<file path="src/cws_params.svh">
// timing constants for the core well power-up sequencer
// assumes a 50 MHz system clock; every figure is in its own unit first
`ifndef CWS_PARAMS_SVH
`define CWS_PARAMS_SVH

// ----------------------------------------------------------------
// clock and slow tick
// ----------------------------------------------------------------
`define CWS_CLK_PERIOD_NS 20
`define CWS_TICK_NS 32000
`define CWS_TICK_US 32
`define CWS_TICK_CYCLES ((`CWS_TICK_NS + `CWS_CLK_PERIOD_NS - 1) / `CWS_CLK_PERIOD_NS)

// ----------------------------------------------------------------
// sequencing times, rounded up to whole ticks
// ----------------------------------------------------------------
`define CWS_PLL_LOCK_US 16000
`define CWS_PLL_LOCK_TICKS ((`CWS_PLL_LOCK_US + `CWS_TICK_US - 1) / `CWS_TICK_US)
`define CWS_STATUS_HOLD_US 1000
`define CWS_STATUS_HOLD_TICKS ((`CWS_STATUS_HOLD_US + `CWS_TICK_US - 1) / `CWS_TICK_US)
`define CWS_EARLY_RSM_TICKS 2
`define CWS_PULSE_TICKS 2
`define CWS_CNT_W 16
`define CWS_PLANE_W 3

`endif

</file>
<file path="src/cws_pkg.sv">
// types shared by the core well sequencer modules
// assumes cws_params.svh supplies every number
package cws_pkg;

  // ----------------------------------------------------------------
  // sequencer states, one-hot
  // ----------------------------------------------------------------
  typedef enum logic [6:0] {
    CWS_MOFF       = 7'h01,
    CWS_PLANE_WAIT = 7'h02,
    CWS_PLL_WAIT   = 7'h04,
    CWS_CLK_HOLD   = 7'h08,
    CWS_BUS_RST    = 7'h10,
    CWS_CPU_RST    = 7'h20,
    CWS_ON         = 7'h40
  } cws_state_t;

  // three-state drive of a clock-stop pin
  typedef struct packed {
    logic drive;
    logic level;
  } cws_stop_pin_t;

endpackage : cws_pkg

</file>
<file path="src/cws_seq_top.sv">
// core well power-up sequencer: clock stop, resets, sleep and suspend status
// assumes suspend well reset and core power good arrive as asynchronous pins
`timescale 1ns/1ps
`include "cws_params.svh"
module cws_seq_top #(
  parameter int TICK_CYCLES = `CWS_TICK_CYCLES,
  parameter int PLL_TICKS = `CWS_PLL_LOCK_TICKS,
  parameter int HOLD_TICKS = `CWS_STATUS_HOLD_TICKS
) (
  input wire logic CLK,
  input wire logic SRST,
  input wire logic SUSPEND_WELL_RESET_N,
  input wire logic CORE_POWER_GOOD,
  output logic CPU_CLOCK_STOP_N,
  output logic CPU_CLOCK_STOP_OE,
  output logic PCI_CLOCK_STOP_N,
  output logic PCI_CLOCK_STOP_OE,
  output logic PCI_BUS_RESET_N,
  output logic PROCESSOR_RESET,
  output logic PROCESSOR_SLEEP_N,
  output logic PROCESSOR_STOP_CLOCK_N,
  output logic SUSPEND_STATUS_N,
  output logic [`CWS_PLANE_W-1:0] SUSPEND_PLANE_CTL_N,
  output logic SUSPEND_REFRESH_CLOCK
);

  // ----------------------------------------------------------------
  // input synchronisers and slow tick
  // ----------------------------------------------------------------
  logic [1:0] pins_s;
  logic rsm_s;
  logic pg_s;
  logic pg_d;
  logic pg_rise;
  logic tick;

  cws_sync #(.W(2), .INIT(2'h0)) u_sync (
    .CLK(CLK),
    .SRST(SRST),
    .async_in({SUSPEND_WELL_RESET_N, CORE_POWER_GOOD}),
    .sync_out(pins_s)
  );

  assign rsm_s = pins_s[1];
  assign pg_s = pins_s[0];

  cws_tick_gen #(.TICK_CYCLES(TICK_CYCLES)) u_tick (
    .CLK(CLK),
    .SRST(SRST),
    .tick(tick)
  );

  // power good edge detect on the synchronised copy
  always_ff @(posedge CLK) begin
    if (SRST) begin
      pg_d <= 1'b0;
    end else begin
      pg_d <= pg_s;
    end
  end

  assign pg_rise = pg_s && !pg_d;

  // ----------------------------------------------------------------
  // sequencer state
  // ----------------------------------------------------------------
  cws_pkg::cws_state_t state;
  cws_pkg::cws_state_t next_state;
  logic [`CWS_CNT_W-1:0] cnt;
  logic pg_seen;
  logic past_pll;

  assign past_pll = state inside {cws_pkg::CWS_CLK_HOLD, cws_pkg::CWS_BUS_RST,
                                  cws_pkg::CWS_CPU_RST, cws_pkg::CWS_ON};

  // every transition waits for a tick, so all steps are tick-quantised
  always_comb begin
    next_state = state;
    if (tick) begin
      if (!rsm_s) begin
        next_state = cws_pkg::CWS_MOFF;
      end else if (!pg_s && past_pll) begin
        next_state = cws_pkg::CWS_PLL_WAIT; // core power lost: redo lock wait
      end else begin
        case (state)
          cws_pkg::CWS_MOFF: next_state = cws_pkg::CWS_PLANE_WAIT;
          cws_pkg::CWS_PLANE_WAIT: next_state = cws_pkg::CWS_PLL_WAIT;
          cws_pkg::CWS_PLL_WAIT: begin
            if (cnt >= `CWS_CNT_W'(PLL_TICKS) && pg_seen) begin
              next_state = cws_pkg::CWS_CLK_HOLD;
            end
          end
          cws_pkg::CWS_CLK_HOLD: begin
            if (cnt >= `CWS_CNT_W'(HOLD_TICKS)) begin
              next_state = cws_pkg::CWS_BUS_RST;
            end
          end
          cws_pkg::CWS_BUS_RST: next_state = cws_pkg::CWS_CPU_RST;
          cws_pkg::CWS_CPU_RST: next_state = cws_pkg::CWS_ON;
          cws_pkg::CWS_ON: next_state = cws_pkg::CWS_ON;
          default: next_state = cws_pkg::CWS_MOFF;
        endcase
      end
    end
  end

  always_ff @(posedge CLK) begin
    if (SRST) begin
      state <= cws_pkg::CWS_MOFF;
    end else begin
      state <= next_state;
    end
  end

  // ticks spent in the current state, saturating
  always_ff @(posedge CLK) begin
    if (SRST || next_state != state) begin
      cnt <= '0;
    end else if (tick && cnt != '1) begin
      cnt <= cnt + `CWS_CNT_W'(1);
    end
  end

  // power good seen high on an earlier tick guarantees a full tick of margin
  always_ff @(posedge CLK) begin
    if (SRST || !pg_s) begin
      pg_seen <= 1'b0;
    end else if (tick) begin
      pg_seen <= 1'b1;
    end
  end

  // ----------------------------------------------------------------
  // suspend well outputs
  // ----------------------------------------------------------------
  // plane controls stay active in mechanical off and the first tick after
  always_ff @(posedge CLK) begin
    if (SRST) begin
      SUSPEND_PLANE_CTL_N <= '0;
    end else begin
      SUSPEND_PLANE_CTL_N <= {`CWS_PLANE_W{!(next_state inside
        {cws_pkg::CWS_MOFF, cws_pkg::CWS_PLANE_WAIT})}};
    end
  end

  // status released only once the 1 ms clock-run hold has passed
  always_ff @(posedge CLK) begin
    if (SRST) begin
      SUSPEND_STATUS_N <= 1'b0;
    end else begin
      SUSPEND_STATUS_N <= next_state inside {cws_pkg::CWS_BUS_RST,
        cws_pkg::CWS_CPU_RST, cws_pkg::CWS_ON};
    end
  end

  // refresh clock: half period of one tick, parked low until bus reset release
  always_ff @(posedge CLK) begin
    if (SRST) begin
      SUSPEND_REFRESH_CLOCK <= 1'b0;
    end else if (!(next_state inside {cws_pkg::CWS_CPU_RST, cws_pkg::CWS_ON})) begin
      SUSPEND_REFRESH_CLOCK <= 1'b0;
    end else if (tick) begin
      SUSPEND_REFRESH_CLOCK <= !SUSPEND_REFRESH_CLOCK;
    end
  end

  // ----------------------------------------------------------------
  // core well outputs
  // ----------------------------------------------------------------
  cws_pkg::cws_stop_pin_t stop_pin;

  // float while core power is down; stop clocks until the lock wait ends
  always_ff @(posedge CLK) begin
    if (SRST) begin
      stop_pin <= '0;
    end else begin
      stop_pin.drive <= pg_s;
      stop_pin.level <= pg_s && past_pll;
    end
  end

  assign CPU_CLOCK_STOP_N = stop_pin.level;
  assign CPU_CLOCK_STOP_OE = stop_pin.drive;
  assign PCI_CLOCK_STOP_N = stop_pin.level;
  assign PCI_CLOCK_STOP_OE = stop_pin.drive;

  // resets follow power good at once, not at the next tick
  always_ff @(posedge CLK) begin
    if (SRST) begin
      PCI_BUS_RESET_N <= 1'b0;
      PROCESSOR_RESET <= 1'b1;
    end else begin
      PCI_BUS_RESET_N <= pg_s && (next_state inside
        {cws_pkg::CWS_CPU_RST, cws_pkg::CWS_ON});
      PROCESSOR_RESET <= !(pg_s && next_state == cws_pkg::CWS_ON);
    end
  end

  // ----------------------------------------------------------------
  // processor sleep and stop-clock
  // ----------------------------------------------------------------
  logic [1:0] rsm_ticks;
  logic early;
  logic [1:0] pulse_left;

  // ticks of suspend release seen before power good comes up
  always_ff @(posedge CLK) begin
    if (SRST || !rsm_s) begin
      rsm_ticks <= 2'h0;
    end else if (tick && !pg_s && rsm_ticks != 2'(`CWS_EARLY_RSM_TICKS)) begin
      rsm_ticks <= rsm_ticks + 2'h1;
    end
  end

  assign early = rsm_ticks == 2'(`CWS_EARLY_RSM_TICKS);

  // pulse ends on the second tick after the rise: one to two ticks long
  always_ff @(posedge CLK) begin
    if (SRST) begin
      PROCESSOR_SLEEP_N <= 1'b1;
      pulse_left <= 2'h0;
    end else if (!pg_s) begin
      PROCESSOR_SLEEP_N <= !rsm_s;
      pulse_left <= 2'h0;
    end else if (pg_rise) begin
      PROCESSOR_SLEEP_N <= early;
      pulse_left <= early ? 2'h0 : 2'(`CWS_PULSE_TICKS);
    end else if (tick && pulse_left != 2'h0) begin
      pulse_left <= pulse_left - 2'h1;
      if (pulse_left == 2'h1) begin
        PROCESSOR_SLEEP_N <= 1'b1;
      end
    end
  end

  // stop-clock moves with sleep in every case covered here
  always_ff @(posedge CLK) begin
    if (SRST) begin
      PROCESSOR_STOP_CLOCK_N <= 1'b1;
    end else if (!pg_s) begin
      PROCESSOR_STOP_CLOCK_N <= !rsm_s;
    end else if (pg_rise) begin
      PROCESSOR_STOP_CLOCK_N <= early;
    end else if (tick && pulse_left == 2'h1) begin
      PROCESSOR_STOP_CLOCK_N <= 1'b1;
    end
  end

  // ----------------------------------------------------------------
  // checks
  // ----------------------------------------------------------------
  logic [15:0] pulse_age;

  // cycles since the last power good rise, for the pulse-length check
  always_ff @(posedge CLK) begin
    if (SRST || pg_rise) begin
      pulse_age <= 16'h0000;
    end else if (pulse_age != 16'hffff) begin
      pulse_age <= pulse_age + 16'h0001;
    end
  end
endmodule : cws_seq_top

</file>
<file path="src/cws_sync.sv">
// two-flop synchroniser for pin inputs
// assumes inputs are asynchronous levels; reset value is a parameter
`timescale 1ns/1ps
module cws_sync #(
  parameter int W = 1,
  parameter logic [W-1:0] INIT = '0
) (
  input wire logic CLK,
  input wire logic SRST,
  input wire logic [W-1:0] async_in,
  output logic [W-1:0] sync_out
);

  logic [W-1:0] meta;

  // ----------------------------------------------------------------
  // first stage feeds only the second
  // ----------------------------------------------------------------
  always_ff @(posedge CLK) begin
    if (SRST) begin
      meta <= INIT;
      sync_out <= INIT;
    end else begin
      meta <= async_in;
      sync_out <= meta;
    end
  end

endmodule : cws_sync

</file>
<file path="src/cws_tick_gen.sv">
// slow sequencer tick of about 32 us
// assumes one free-running system clock
`timescale 1ns/1ps
module cws_tick_gen #(
  parameter int TICK_CYCLES = 1600
) (
  input wire logic CLK,
  input wire logic SRST,
  output logic tick
);

  logic [15:0] div;

  // ----------------------------------------------------------------
  // divider; tick is one cycle wide
  // ----------------------------------------------------------------
  always_ff @(posedge CLK) begin
    if (SRST) begin
      div <= 16'h0000;
      tick <= 1'b0;
    end else if (div == 16'(TICK_CYCLES - 1)) begin
      div <= 16'h0000;
      tick <= 1'b1;
    end else begin
      div <= div + 16'h0001;
      tick <= 1'b0;
    end
  end
endmodule : cws_tick_gen
</file>
<file path="config.mk">
export PLATFORM = sky130hd
export DESIGN_NAME = cws_seq_top
export DESIGN_NICKNAME = d
export VERILOG_FILES = /design/src/cws_pkg.sv /design/src/cws_seq_top.sv /design/src/cws_sync.sv /design/src/cws_tick_gen.sv
export VERILOG_INCLUDE_DIRS = /design/src
export SDC_FILE = /design/constraint.sdc
export NUM_CORES = 1
export LEC_CHECK = 0
export BUFFER_PORTS_ARGS = -buffer_cell sky130_fd_sc_hd__buf_2
export CORE_ASPECT_RATIO = 0.6
export CORE_UTILIZATION = 45
export CTS_CLUSTER_SIZE = 14
export DETAILED_ROUTE_END_ITERATION = 7
export HOLD_SLACK_MARGIN = 0.1
export SLEW_MARGIN = 20
export SYNTH_ARGS = -nofsm -noshare
export SYNTH_HDL_FRONTEND = slang
export SYNTH_SLANG_ARGS = --single-unit
</file>
<file path="constraint.sdc">
create_clock -name CLK -period 4.05 [get_ports CLK]
set_input_delay 0 -clock CLK [delete_from_list [all_inputs] [get_ports CLK]]
set_output_delay 0 -clock CLK [all_outputs]
set_load 0.03 [all_outputs]
</file>
==> metrics.txt, run 1 <==
# TYPE chip_impl_metric gauge
chip_impl_metric{name="area.growth.synth_to_final",unit="%"} 8.98
chip_impl_metric{name="firstDrtPassIters",unit=""} 4
chip_impl_info{name="crit-reg2reg-capture",value="cnt[10]"} 1
chip_impl_metric{name="clock_tree.htree_level_count",unit=""} 3
chip_impl_metric{name="holdBufCountCts",unit=""} 5
chip_impl_info{name="tritoncts",value="yes"} 1
chip_impl_metric{name="switching_share",unit="%"} 21.9
chip_impl_metric{name="report.final.slew_viol_count",unit=""} 0
chip_impl_metric{name="synth.top_cell.area_share",unit="%"} 38.4
chip_impl_metric{name="clk_pin_slew_worst_paths",unit="ps"} 70
chip_impl_metric{name="timing.clock.skew",unit="ps"} 8.14
chip_impl_info{name="synth.most_common_cell",value="dfxtp_1"} 1
chip_impl_metric{name="route.layer.met1.wl",unit="um"} 3680
chip_impl_metric{name="core_area",unit="um^2"} 6300
chip_impl_metric{name="whs_path_depth",unit=""} 1
chip_impl_metric{name="post-route-min-period",unit="ps"} 2560
chip_impl_metric{name="cts_resized",unit=""} 0
chip_impl_metric{name="worst_vdd_ir",unit="mV"} 0.164
chip_impl_metric{name="sequential_cell_area",unit="um^2"} 1160
chip_impl_metric{name="fin_hold_ws",unit="ps"} 451
chip_impl_info{name="endpoint_kind",value="flip-flop"} 1
chip_impl_metric{name="global_route.usage.total",unit="%"} 20.8
chip_impl_metric{name="worstSkewPairLatency",unit="ps"} 340
chip_impl_metric{name="vias_per_cell",unit=""} 5.32
chip_impl_metric{name="power.density",unit="nW/um^2"} 352
chip_impl_metric{name="globalRoute.totalOverflow",unit=""} 0
chip_impl_metric{name="seq_area_frac_synth",unit="%"} 38.4
chip_impl_info{name="cts_root_buffer",value="clkbuf_8"} 1
chip_impl_metric{name="met2WireLength",unit="um"} 2100
chip_impl_info{name="timing.critical_path.from_type",value="flip-flop"} 1
chip_impl_metric{name="routed_wl",unit="um"} 6300
chip_impl_metric{name="fin_tns_setup",unit="ps"} 0
chip_impl_info{name="netlist.top_cell.by_area",value="dfxtp_1"} 1
chip_impl_metric{name="io_buffers",unit=""} 16
chip_impl_metric{name="netSwitchingPower",unit="uW"} 254
chip_impl_metric{name="multiInputGateArea",unit="um^2"} 1630
chip_impl_metric{name="synth.distinct_cells",unit=""} 58
chip_impl_metric{name="grt_first_pass_wirelength",unit="um"} 11000
chip_impl_metric{name="grt_pass1_vias",unit=""} 2188
chip_impl_info{name="top_layer",value="met4"} 1
chip_impl_metric{name="drt-initial-drc-count",unit=""} 162
chip_impl_metric{name="floorplan.die.width",unit="um"} 108
chip_impl_metric{name="post_route_cells_drive_above_1_share",unit="%"} 16.5
chip_impl_metric{name="leakage_power",unit="uW"} 0.00113
chip_impl_metric{name="syn_area_per_cell",unit="um^2"} 8.74
chip_impl_info{name="worst_hold_startpoint",value="u_sync.meta[0]"} 1
chip_impl_metric{name="fmax",unit="MHz"} 390
chip_impl_metric{name="route.met3.wl",unit="um"} 466
chip_impl_metric{name="floorplan.initialDensity",unit="%"} 48.0
chip_impl_metric{name="synth_enable_flop_cells",unit=""} 0
chip_impl_metric{name="pin_count_of_the_biggest_net_entering_global_routing",unit=""} 20
chip_impl_metric{name="detailedPlacementHpwl",unit="um"} 4510
chip_impl_info{name="ys_top_cells_by_area",value="dfxtp_1 38%, xnor2_1 7.5%, nor2_1 6.5%"} 1
chip_impl_info{name="critPathKind",value="reg -> reg"} 1
chip_impl_metric{name="cp_data_required_time",unit="ps"} 4250
chip_impl_metric{name="top_level_ports",unit=""} 17
chip_impl_metric{name="cell_internal_pwr",unit="uW"} 905
chip_impl_metric{name="tightestPinTransition",unit="ps"} 738
chip_impl_metric{name="register_share_of_total_power",unit="%"} 50.3
chip_impl_metric{name="worst_slew_margin_rel",unit="%"} 50.8
chip_impl_metric{name="postSynthCellCount",unit=""} 346
chip_impl_metric{name="synth-async-reset-ratio",unit="%"} 0
chip_impl_metric{name="chipHeight",unit="um"} 65.5
chip_impl_metric{name="cap_viol_max_count",unit=""} 0
chip_impl_metric{name="rows",unit=""} 22
chip_impl_metric{name="die_area",unit="um^2"} 7060
chip_impl_metric{name="drc",unit=""} 0
chip_impl_metric{name="postSynthNetCount",unit=""} 356
chip_impl_metric{name="design.final.nets",unit=""} 368
chip_impl_info{name="worst_hold_path.endpoint",value="u_sync.sync_out[0]"} 1
chip_impl_metric{name="routedWlPerCell",unit="um"} 14.1
chip_impl_metric{name="combinationalPowerShare",unit="%"} 2.7
chip_impl_metric{name="number_of_nets_still_failing_antenna_checks_after_routing",unit=""} 0
chip_impl_metric{name="place_congestion",unit=""} 0.907
chip_impl_metric{name="nFillCells",unit=""} 578
chip_impl_info{name="hold_path_class",value="reg -> reg"} 1
chip_impl_metric{name="final-setup-viol-count",unit=""} 0
chip_impl_metric{name="synth_warnings",unit=""} 0
chip_impl_metric{name="cp_max_fo",unit=""} 18
chip_impl_info{name="synth_ff_type",value="dfxtp_1"} 1
chip_impl_metric{name="antenna_cells_inserted",unit=""} 0
chip_impl_info{name="outcome",value="complete, no violations"} 1
chip_impl_metric{name="power_frac_clock",unit="%"} 47.0
chip_impl_metric{name="finalCritPeriodShare",unit="%"} 63.3
chip_impl_metric{name="cts-buffers-inserted",unit=""} 9
chip_impl_metric{name="crit_arrival",unit="ps"} 2760
chip_impl_metric{name="timing_hold_violations_final",unit=""} 0
chip_impl_info{name="synthTopCellsByCount",value="58 x dfxtp_1, 52 x nor2_1, 26 x xnor2_1"} 1
chip_impl_metric{name="cts.sinks",unit=""} 58
chip_impl_metric{name="cts_setup_buffers",unit=""} 0
chip_impl_info{name="unrepaired_setup_endpoints_after_global_routing",value="no"} 1
chip_impl_metric{name="setup.reg_to_reg.worst_slack",unit="ps"} 1490
chip_impl_info{name="worst_r2r_startpoint",value="u_tick.tick"} 1
chip_impl_metric{name="r2r.worst_path.cells",unit=""} 7
chip_impl_metric{name="synth.ff_latch_count",unit=""} 58
chip_impl_metric{name="vias",unit=""} 2378
chip_impl_metric{name="ctsLongestPathBuffers",unit=""} 2
chip_impl_metric{name="number_of_antenna_violations_at_the_first_check_in_global_routing",unit=""} 0
chip_impl_metric{name="synthesis.area",unit="um^2"} 3020
## registers in the layout (all words and copies together) (netlist names), 2 cells and up
| signal | flops |
|---|---|
| cnt | 16 |
| pulse_left | 2 |
| rsm_ticks | 2 |
| state | 7 |
| u_sync.meta | 2 |
| u_sync.sync_out | 2 |
| u_tick.div | 16 |
## stage by stage
stage | instances | setup slack, ps | instance area, um^2 | util, % | total power [uW]
after floorplan | 346 | 2070 | 3020 | - | 618
after global placement | 426 | 1670 | 3040 | 48.2 | 622
after detailed placement | 426 | 1530 | 3040 | 48.2 | 623
after CTS | 447 | 1520 | 3290 | 52.2 | 1170
after global routing | 447 | 1290 | 3290 | 52.3 | 1210
final | 447 | 1490 | 3290 | 52.3 | 1160
## area by class of cell
cell class                      instances  area share [%]
Multi-Input combinational cell        251            49.4
Sequential cell                        58            35.2
Clock buffer                           12            4.71
Timing Repair Buffer                   21            3.95
Tap cell                               84            3.19
Inverter                               17            1.94
Clock inverter                          4            1.52
## logic make-up after synthesis
kind of cell	count (synthesis)	share of synthesized area, %
and+or+nand+nor	167	31.3
buffers and inverters	37	7.82
DFF	58	38.4
adders and majority gates	6	2.48
muxes	1	0.331
xor gates and xnor gates	34	9.85
AOI/OAI and AO/OA	43	9.81
## worst max-delay path, stage by stage (launching register included)
cell and delay, ps:
dfxtp_1 750, clkinv_1 510, or2_2 430, nor2_1 170
o21ai_0 190, nor2_1 170, xnor2_1 150, nor3_2 50
## per-layer routing
layer	GRT usage, %	up-vias
met5	0	-
li1	-	1218
met1	33.1	1087
met2	23.2	69
met4	9.08	0
met3	7.44	4
## how the worst max path moves through the flow
stage,endpoint,depth (start not counted),startpoint,slack [ps]
floorplan,PROCESSOR_RESET,8,state[3],2070
global placement,cnt[14],7,u_tick.tick,1670
detailed placement,cnt[14],7,u_tick.tick,1530
CTS,cnt[14],7,u_tick.tick,1520
global route,cnt[14],7,u_tick.tick,1290
finish,cnt[10],7,u_tick.tick,1490
## power by group through the flow
stage	Sequential [uW]	Combinational (uW)	Clock, uW
2_1_floorplan	595	23.0	0
3_3_place_gp	595	27.5	0
3_5_place_dp	595	27.4	0
4_1_cts	583	31.1	560
5_1_grt	583	35.2	589
6_report	583	31.4	544
## cells in the final DEF (no fill, tap or decap), types with 4 or more instances in the layout
cell,instances
dfxtp_1,58
nor2_1,52
xnor2_1,26
nand3_1,20
nand2_1,19
inv_1,16
nor3_1,16
buf_2,16
a21oi_1,11
nor3_2,11
clkbuf_8,11
xor2_1,8
nand4_1,7
nor4_1,7
ha_1,6
o21ai_0,5
and3_1,5
dlygate4sd3_1,5
nor2b_1,4
No activity file was read; power rests on OpenSTA's default activity.
==> inputs of run 2 (changes only) <==
--- a/config.mk
+++ b/config.mk
@@ -6,6 +6,7 @@
 export SDC_FILE = /design/constraint.sdc
 export NUM_CORES = 1
 export LEC_CHECK = 0
+export ABC_AREA = 1
 export BUFFER_PORTS_ARGS = -buffer_cell sky130_fd_sc_hd__buf_2
 export CORE_ASPECT_RATIO = 0.6
 export CORE_UTILIZATION = 45
==> constraint.sdc (replaced) <==
create_clock -name CLK -period 2.6 [get_ports CLK]
set_input_delay 0 -clock CLK [delete_from_list [all_inputs] [get_ports CLK]]
set_output_delay 0 -clock CLK [all_outputs]
set_load 0.03 [all_outputs]
==> run 2 against run 1 <==
Effect of this change: fmax grew 14%; setup slack worse by 1100 ps; register-to-register slack worse by 1100 ps; via count up 8.4%; clock skew down 2.4 ps; largest power group is now clock; highest routed layer unchanged.
==> metrics.txt, run 2 <==
# TYPE chip_impl_metric gauge
chip_impl_info{name="outcome",value="complete, no violations"} 1
chip_impl_metric{name="power_frac_clock",unit="%"} 50.5
chip_impl_metric{name="final-setup-viol-count",unit=""} 0
chip_impl_metric{name="crit_arrival",unit="ps"} 2480
chip_impl_metric{name="cap_viol_max_count",unit=""} 0
chip_impl_metric{name="io_buffers",unit=""} 16
chip_impl_metric{name="ctsLongestPathBuffers",unit=""} 2
chip_impl_metric{name="area.growth.synth_to_final",unit="%"} 14.3
chip_impl_info{name="synth_ff_type",value="dfxtp_1"} 1
chip_impl_info{name="unrepaired_setup_endpoints_after_global_routing",value="no"} 1
chip_impl_metric{name="fin_tns_setup",unit="ps"} 0
chip_impl_metric{name="firstDrtPassIters",unit=""} 4
chip_impl_metric{name="synth_enable_flop_cells",unit=""} 0
chip_impl_metric{name="leakage_power",unit="uW"} 0.00145
chip_impl_metric{name="postSynthCellCount",unit=""} 433
chip_impl_metric{name="routedWlPerCell",unit="um"} 11.3
chip_impl_metric{name="synth-async-reset-ratio",unit="%"} 0
chip_impl_metric{name="vias_per_cell",unit=""} 4.72
chip_impl_metric{name="detailedPlace.worstSlack",unit="ps"} 381
chip_impl_info{name="cts_root_buffer",value="clkbuf_8"} 1
chip_impl_info{name="layout_common_cells",value="74 x nand2_1, 72 x nor2_1, 68 x inv_1, 58 x dfxtp_1, 29 x nand3_1"} 1
chip_impl_info{name="endpoint_kind",value="flip-flop"} 1
chip_impl_metric{name="report.final.slew_viol_count",unit=""} 0
chip_impl_metric{name="postSynthNetCount",unit=""} 443
chip_impl_metric{name="grt_first_pass_wirelength",unit="um"} 10800
chip_impl_info{name="worst_r2r_startpoint",value="cnt[0]"} 1
chip_impl_info{name="worst_setup_path_startpoint",value="cnt[0]"} 1
chip_impl_metric{name="post-route-min-period",unit="ps"} 2240
chip_impl_metric{name="design.final.nets",unit=""} 467
chip_impl_metric{name="cts.sinks",unit=""} 58
chip_impl_metric{name="place_congestion",unit=""} 0.856
chip_impl_metric{name="cp_data_required_time",unit="ps"} 2830
chip_impl_metric{name="worstSkewPairLatency",unit="ps"} 350
chip_impl_metric{name="timing_hold_violations_final",unit=""} 0
chip_impl_metric{name="floorplan.initialDensity",unit="%"} 47.7
chip_impl_metric{name="finalCritPeriodShare",unit="%"} 86.2
chip_impl_info{name="worst_hold_startpoint",value="u_sync.meta[0]"} 1
chip_impl_metric{name="post_route_cells_drive_above_1_share",unit="%"} 15.8
chip_impl_metric{name="clk_pin_slew_worst_paths",unit="ps"} 60
chip_impl_info{name="synthTopCellsByCount",value="74 x nand2_1, 72 x nor2_1, 68 x inv_1"} 1
chip_impl_metric{name="cts_setup_buffers",unit=""} 0
chip_impl_metric{name="worst_vdd_ir",unit="mV"} 0.350
chip_impl_metric{name="fmax",unit="MHz"} 446
chip_impl_metric{name="antenna_cells_inserted",unit=""} 0
chip_impl_metric{name="top_level_ports",unit=""} 17
chip_impl_info{name="max_stage_delay_cell_worst_path",value="dfxtp_1"} 1
chip_impl_metric{name="die_area",unit="um^2"} 6990
chip_impl_metric{name="tightestPinTransition",unit="ps"} 639
chip_impl_metric{name="syn_area_per_cell",unit="um^2"} 6.91
chip_impl_metric{name="floorplan.die.width",unit="um"} 107
chip_impl_metric{name="netSwitchingPower",unit="uW"} 401
chip_impl_metric{name="clock_tree.htree_level_count",unit=""} 3
chip_impl_metric{name="global_route.usage.total",unit="%"} 20.7
chip_impl_metric{name="synth.ff_latch_count",unit=""} 58
chip_impl_metric{name="critical-path-max-stage-delay",unit="ps"} 340
chip_impl_metric{name="cp_max_fo",unit=""} 6
chip_impl_metric{name="combinationalPowerShare",unit="%"} 2.9
chip_impl_metric{name="pin_count_of_the_biggest_net_entering_global_routing",unit=""} 18
chip_impl_metric{name="cts_resized",unit=""} 0
chip_impl_metric{name="detailedPlacementHpwl",unit="um"} 4620
chip_impl_metric{name="chipHeight",unit="um"} 65.2
chip_impl_metric{name="register_share_of_total_power",unit="%"} 46.7
chip_impl_metric{name="synthesis.area",unit="um^2"} 2990
chip_impl_metric{name="cts-buffers-inserted",unit=""} 9
chip_impl_metric{name="number_of_nets_still_failing_antenna_checks_after_routing",unit=""} 0
chip_impl_metric{name="seq_area_frac_synth",unit="%"} 38.8
chip_impl_metric{name="grt_pass1_vias",unit=""} 2300
chip_impl_metric{name="setup_slack",unit="ps"} 358
chip_impl_metric{name="worst_slew_margin_rel",unit="%"} 57.4
chip_impl_metric{name="drt-initial-drc-count",unit=""} 171
chip_impl_info{name="synth.most_common_cell",value="nand2_1"} 1
chip_impl_info{name="critPathKind",value="reg -> reg"} 1
chip_impl_metric{name="drc",unit=""} 0
chip_impl_metric{name="globalRoute.totalOverflow",unit=""} 0
chip_impl_metric{name="vias",unit=""} 2578
chip_impl_metric{name="timing.clock.skew",unit="ps"} 5.78
chip_impl_metric{name="synth.distinct_cells",unit=""} 33
chip_impl_metric{name="power.density",unit="nW/um^2"} 565
chip_impl_metric{name="cell_internal_pwr",unit="uW"} 1530
chip_impl_metric{name="routed_wl",unit="um"} 6190
chip_impl_info{name="netlist.top_cell.by_area",value="dfxtp_1"} 1
chip_impl_metric{name="switching_share",unit="%"} 20.7
chip_impl_info{name="timing.critical_path.from_type",value="flip-flop"} 1
chip_impl_metric{name="number_of_antenna_violations_at_the_first_check_in_global_routing",unit=""} 0
chip_impl_info{name="largest_registers",value="cnt (16), u_tick.div (16), state (7)"} 1
chip_impl_metric{name="synth.top_cell.area_share",unit="%"} 38.8
chip_impl_info{name="ys_top_cells_by_area",value="dfxtp_1 39%, nand2_1 9.3%, nor2_1 9.0%"} 1
chip_impl_info{name="hold_path_class",value="reg -> reg"} 1
chip_impl_metric{name="core_area",unit="um^2"} 6280
chip_impl_info{name="mostFrequentLayoutCell",value="nand2_1"} 1
chip_impl_info{name="tritoncts",value="yes"} 1
chip_impl_metric{name="rows",unit=""} 22
chip_impl_info{name="worstPathCellList",value="ha_1 -> nand3_1 -> nor2_1 -> nand3_1 -> nand2_1 -> nor2_2 -> nand2_1 -> nor3_2 -> nand4_1 -> xor2_1 -> nor2_2"} 1
chip_impl_metric{name="synth_warnings",unit=""} 0
run 2: final timing paths:
check,slack [ps],cells after the start,end
worst max-delay path,360,11,cnt[15]
worst min-delay path,410,2,u_sync.sync_out[0]
worst max register to register,360,11,cnt[15]
worst min register to register,410,2,u_sync.sync_out[0]
run 2: worst max-delay path: cells and delay by family (launching register included):
family	cells	cell delay, ps
DFF	1	340
and+or+nand+nor	9	1350
xor gates and xnor gates	1	210
adders and majority gates	1	230
run 2: final cells by class:
class	count	area [um^2]
fillers	646	2860
multi-input cells	291	1490
flip-flops and latches	58	1160
inverters	74	278
clock buffers	12	165
repair buffers	23	145
well taps	84	105
clock inverters	4	72.6
run 2: what timing repair did:
action,CTS,global route
setup endpoints to repair,0,0
hold buffers,5,0
hold endpoints to repair,13,0
run 2: cell families after synthesis:
| logic type | share of synthesized area [%] |
|---|---|
| simple gates | 36.5 |
| buf+inv | 11.3 |
| flops | 38.8 |
| compound gates | 6.23 |
| xor+xnor | 4.68 |
| fa+ha+maj | 2.51 |
run 2: routing by layer:
layer / GRT usage (%) / up-vias / wire, um
met3: 8.73 / 13 / 523
met1: 30.1 / 1117 / 3390
met4: 7.71 / 0 / 106
li1: - / 1388 / -
met2: 26.4 / 60 / 2170
met5: 0 / - / 0
run 2: power groups by stage:
stage | Sequential [uW] | Combinational (uW) | Clock, uW
after floorplan | 926 | 34.7 | 0
after global placement | 922 | 49.6 | 0
after detailed placement | 922 | 49.9 | 0
after CTS | 902 | 55.6 | 1000
after global routing | 902 | 63.2 | 1060
final | 902 | 55.3 | 976
run 2: per-stage QoR:
| stage | cells | total power, uW | utilization [%] | instance area, um^2 | hold WS, ps |
|---|---|---|---|---|---|
| final | 546 | 1930 | 54.5 | 3420 | 408 |
| after global routing | 546 | 2020 | 54.5 | 3420 | 440 |
| after CTS | 546 | 1960 | 54.5 | 3420 | 410 |
| after detailed placement | 525 | 972 | 49.9 | 3130 | 208 |
| after global placement | 525 | 972 | 49.9 | 3130 | 203 |
| after floorplan | 433 | 961 | - | 2990 | 107 |
==> inputs of run 3 (changes only) <==
--- a/config.mk
+++ b/config.mk
@@ -10,6 +10,7 @@
 export BUFFER_PORTS_ARGS = -buffer_cell sky130_fd_sc_hd__buf_2
 export CORE_ASPECT_RATIO = 0.6
 export CORE_UTILIZATION = 45
+export CTS_BUF_LIST = sky130_fd_sc_hd__clkbuf_2
 export CTS_CLUSTER_SIZE = 14
 export DETAILED_ROUTE_END_ITERATION = 7
 export HOLD_SLACK_MARGIN = 0.1
==> run 3 against run 2 <==
Effect of this change: sequential power about the same; cell area decreased by 3.2%; critical endpoint is now cnt[1]; first-iteration DRC count increased by 2.9%; highest routed layer unchanged.
==> metrics.txt, run 3 (synthesis gave the netlist of run 2 again) <==
# TYPE chip_impl_metric gauge
chip_impl_metric{name="cp_data_required_time",unit="ps"} 3030
chip_impl_metric{name="tightestPinTransition",unit="ps"} 637
chip_impl_metric{name="vias_per_cell",unit=""} 4.73
chip_impl_metric{name="cts.sinks",unit=""} 58
chip_impl_metric{name="grt_pass1_vias",unit=""} 2292
chip_impl_metric{name="finalCritPeriodShare",unit="%"} 86.4
chip_impl_metric{name="ctsLongestPathBuffers",unit=""} 2
chip_impl_metric{name="die_area",unit="um^2"} 6990
chip_impl_info{name="cts_root_buffer",value="clkbuf_2"} 1
chip_impl_metric{name="power.density",unit="nW/um^2"} 484
chip_impl_metric{name="routed_wl",unit="um"} 6170
chip_impl_info{name="outcome",value="complete, no violations"} 1
chip_impl_metric{name="post_route_cells_drive_above_1_share",unit="%"} 15.2
chip_impl_metric{name="detailedPlace.worstSlack",unit="ps"} 381
chip_impl_metric{name="drt-initial-drc-count",unit=""} 176
chip_impl_metric{name="report.final.slew_viol_count",unit=""} 0
chip_impl_metric{name="antenna_cells_inserted",unit=""} 0
chip_impl_metric{name="cts-buffers-inserted",unit=""} 9
chip_impl_metric{name="leakage_power",unit="uW"} 0.00141
chip_impl_metric{name="area.growth.synth_to_final",unit="%"} 10.6
chip_impl_metric{name="dp_cells",unit=""} 525
chip_impl_metric{name="number_of_nets_still_failing_antenna_checks_after_routing",unit=""} 0
chip_impl_info{name="timing.critical_path.from_type",value="flip-flop"} 1
chip_impl_metric{name="top_level_ports",unit=""} 17
chip_impl_metric{name="global_route.usage.total",unit="%"} 20.5
chip_impl_metric{name="final-setup-viol-count",unit=""} 0
chip_impl_metric{name="fin_tns_setup",unit="ps"} 0
chip_impl_info{name="tritoncts",value="yes"} 1
chip_impl_metric{name="grt_first_pass_wirelength",unit="um"} 10700
chip_impl_info{name="endpoint_kind",value="flip-flop"} 1
chip_impl_metric{name="setup.reg_to_reg.worst_slack",unit="ps"} 350
chip_impl_metric{name="place_congestion",unit=""} 0.856
chip_impl_metric{name="drc",unit=""} 0
chip_impl_metric{name="combinationalPowerShare",unit="%"} 3.4
chip_impl_metric{name="design_power_total",unit="uW"} 1600
chip_impl_metric{name="floorplan.die.width",unit="um"} 107
chip_impl_metric{name="netSwitchingPower",unit="uW"} 378
chip_impl_metric{name="globalRoute.totalOverflow",unit=""} 0
chip_impl_metric{name="chipHeight",unit="um"} 65.2
chip_impl_metric{name="timing_hold_violations_final",unit=""} 0
chip_impl_metric{name="post-route-min-period",unit="ps"} 2250
chip_impl_metric{name="cts_resized",unit=""} 0
chip_impl_info{name="unrepaired_setup_endpoints_after_global_routing",value="no"} 1
chip_impl_metric{name="firstDrtPassIters",unit=""} 4
chip_impl_metric{name="io_buffers",unit=""} 16
chip_impl_info{name="critPathKind",value="reg -> reg"} 1
chip_impl_metric{name="cell_internal_pwr",unit="uW"} 1220
chip_impl_metric{name="fmax",unit="MHz"} 445
chip_impl_metric{name="vias",unit=""} 2581
chip_impl_metric{name="routedWlPerCell",unit="um"} 11.3
chip_impl_metric{name="detailedPlacementHpwl",unit="um"} 4620
chip_impl_metric{name="holdBufCountCts",unit=""} 5
chip_impl_metric{name="worst_vdd_ir",unit="mV"} 0.245
chip_impl_metric{name="power_frac_clock",unit="%"} 40.2
chip_impl_metric{name="number_of_antenna_violations_at_the_first_check_in_global_routing",unit=""} 0
chip_impl_info{name="layout_common_cells",value="74 x nand2_1, 72 x nor2_1, 68 x inv_1, 58 x dfxtp_1, 29 x nand3_1"} 1
chip_impl_info{name="mostFrequentLayoutCell",value="nand2_1"} 1
chip_impl_metric{name="register_share_of_total_power",unit="%"} 56.4
chip_impl_metric{name="design.final.nets",unit=""} 467
chip_impl_metric{name="pin_count_of_the_biggest_net_entering_global_routing",unit=""} 18
chip_impl_metric{name="timing.clock.skew",unit="ps"} 24.4
chip_impl_metric{name="layoutNonFillerInstCount",unit=""} 546
chip_impl_metric{name="crit_arrival",unit="ps"} 2680
chip_impl_metric{name="worstSkewPairLatency",unit="ps"} 510
chip_impl_metric{name="core_area",unit="um^2"} 6280
chip_impl_metric{name="cap_viol_max_count",unit=""} 0
chip_impl_metric{name="clk_pin_slew_worst_paths",unit="ps"} 180
chip_impl_metric{name="worst_slew_margin_rel",unit="%"} 57.5
chip_impl_metric{name="floorplan.initialDensity",unit="%"} 47.7
chip_impl_metric{name="rows",unit=""} 22
chip_impl_info{name="hold_path_class",value="in -> reg"} 1
chip_impl_metric{name="final_cell_area",unit="um^2"} 3310
chip_impl_metric{name="placedInstanceArea",unit="um^2"} 3130
chip_impl_metric{name="switching_share",unit="%"} 23.6
chip_impl_metric{name="clock_tree.htree_level_count",unit=""} 3
chip_impl_metric{name="setup_slack",unit="ps"} 353
chip_impl_info{name="largest_registers",value="cnt (16), u_tick.div (16), state (7)"} 1
chip_impl_metric{name="cp_max_fo",unit=""} 17
chip_impl_metric{name="cts_setup_buffers",unit=""} 0
-- run 3: cell types whose count changed in the layout (fill, tap and decap cells not counted) --
cell | before | now
clkbuf_8 | 12 | 0
clkbuf_2 | 0 | 9
clkinv_1 | 0 | 3
-- run 3: path summary, 6_finish.rpt --
| path | start | cells past startpoint | endpoint |
|---|---|---|---|
| setup reg to reg | u_tick.tick | 12 | cnt[1] |
| setup / recovery | u_tick.tick | 12 | cnt[1] |
| hold / removal | SRST | 3 | state[4] |
| hold reg to reg | u_sync.meta[0] | 2 | u_sync.sync_out[0] |
-- run 3: final cells by class --
cell class / instances / area [um^2]
inverter: 74 / 278
clock buffer: 9 / 45.0
clock inverter: 7 / 83.8
tap: 84 / 105
fill: 655 / 2970
sequential: 58 / 1160
multi-input combinational: 291 / 1490
timing repair buffer: 23 / 145
-- run 3: layer usage --
layer | vias up | track usage [%] | share of wire [%]
met3 | 10 | 8.43 | 6.3
met4 | 0 | 6.68 | 1.2
li1 | 1394 | - | -
met1 | 1117 | 29.9 | 56
met2 | 60 | 26.5 | 36
met5 | - | 0 | 0
-- run 3: critical path, stage by stage (launching register included) --
cell	delay, ps
dfxtp_1	760
nand2_1	150
inv_1	170
nand3_1	140
nand3_1	90
nand2_1	60
nor2_1	80
nand2_1	60
inv_1	50
nand3_1	80
nor2_2	130
nand3_4	240
nor2_1	170
-- run 3: per-stage QoR --
| stage | util (%) | hold WS (ps) |
|---|---|---|
| final | 52.8 | 381 |
| after global routing | 52.8 | 353 |
| after CTS | 52.8 | 332 |
| after detailed placement | 49.9 | 208 |
| after global placement | 49.9 | 203 |
| after floorplan | - | 107 |
-- run 3: power groups by stage --
stage                     clock network (uW)  logic [uW]  registers (uW)
final                                    644        55.3             903
after global routing                     716        63.2             905
after CTS                                669        55.7             904
after detailed placement                   0        49.9             922
after global placement                     0        49.6             922
after floorplan                            0        34.7             926
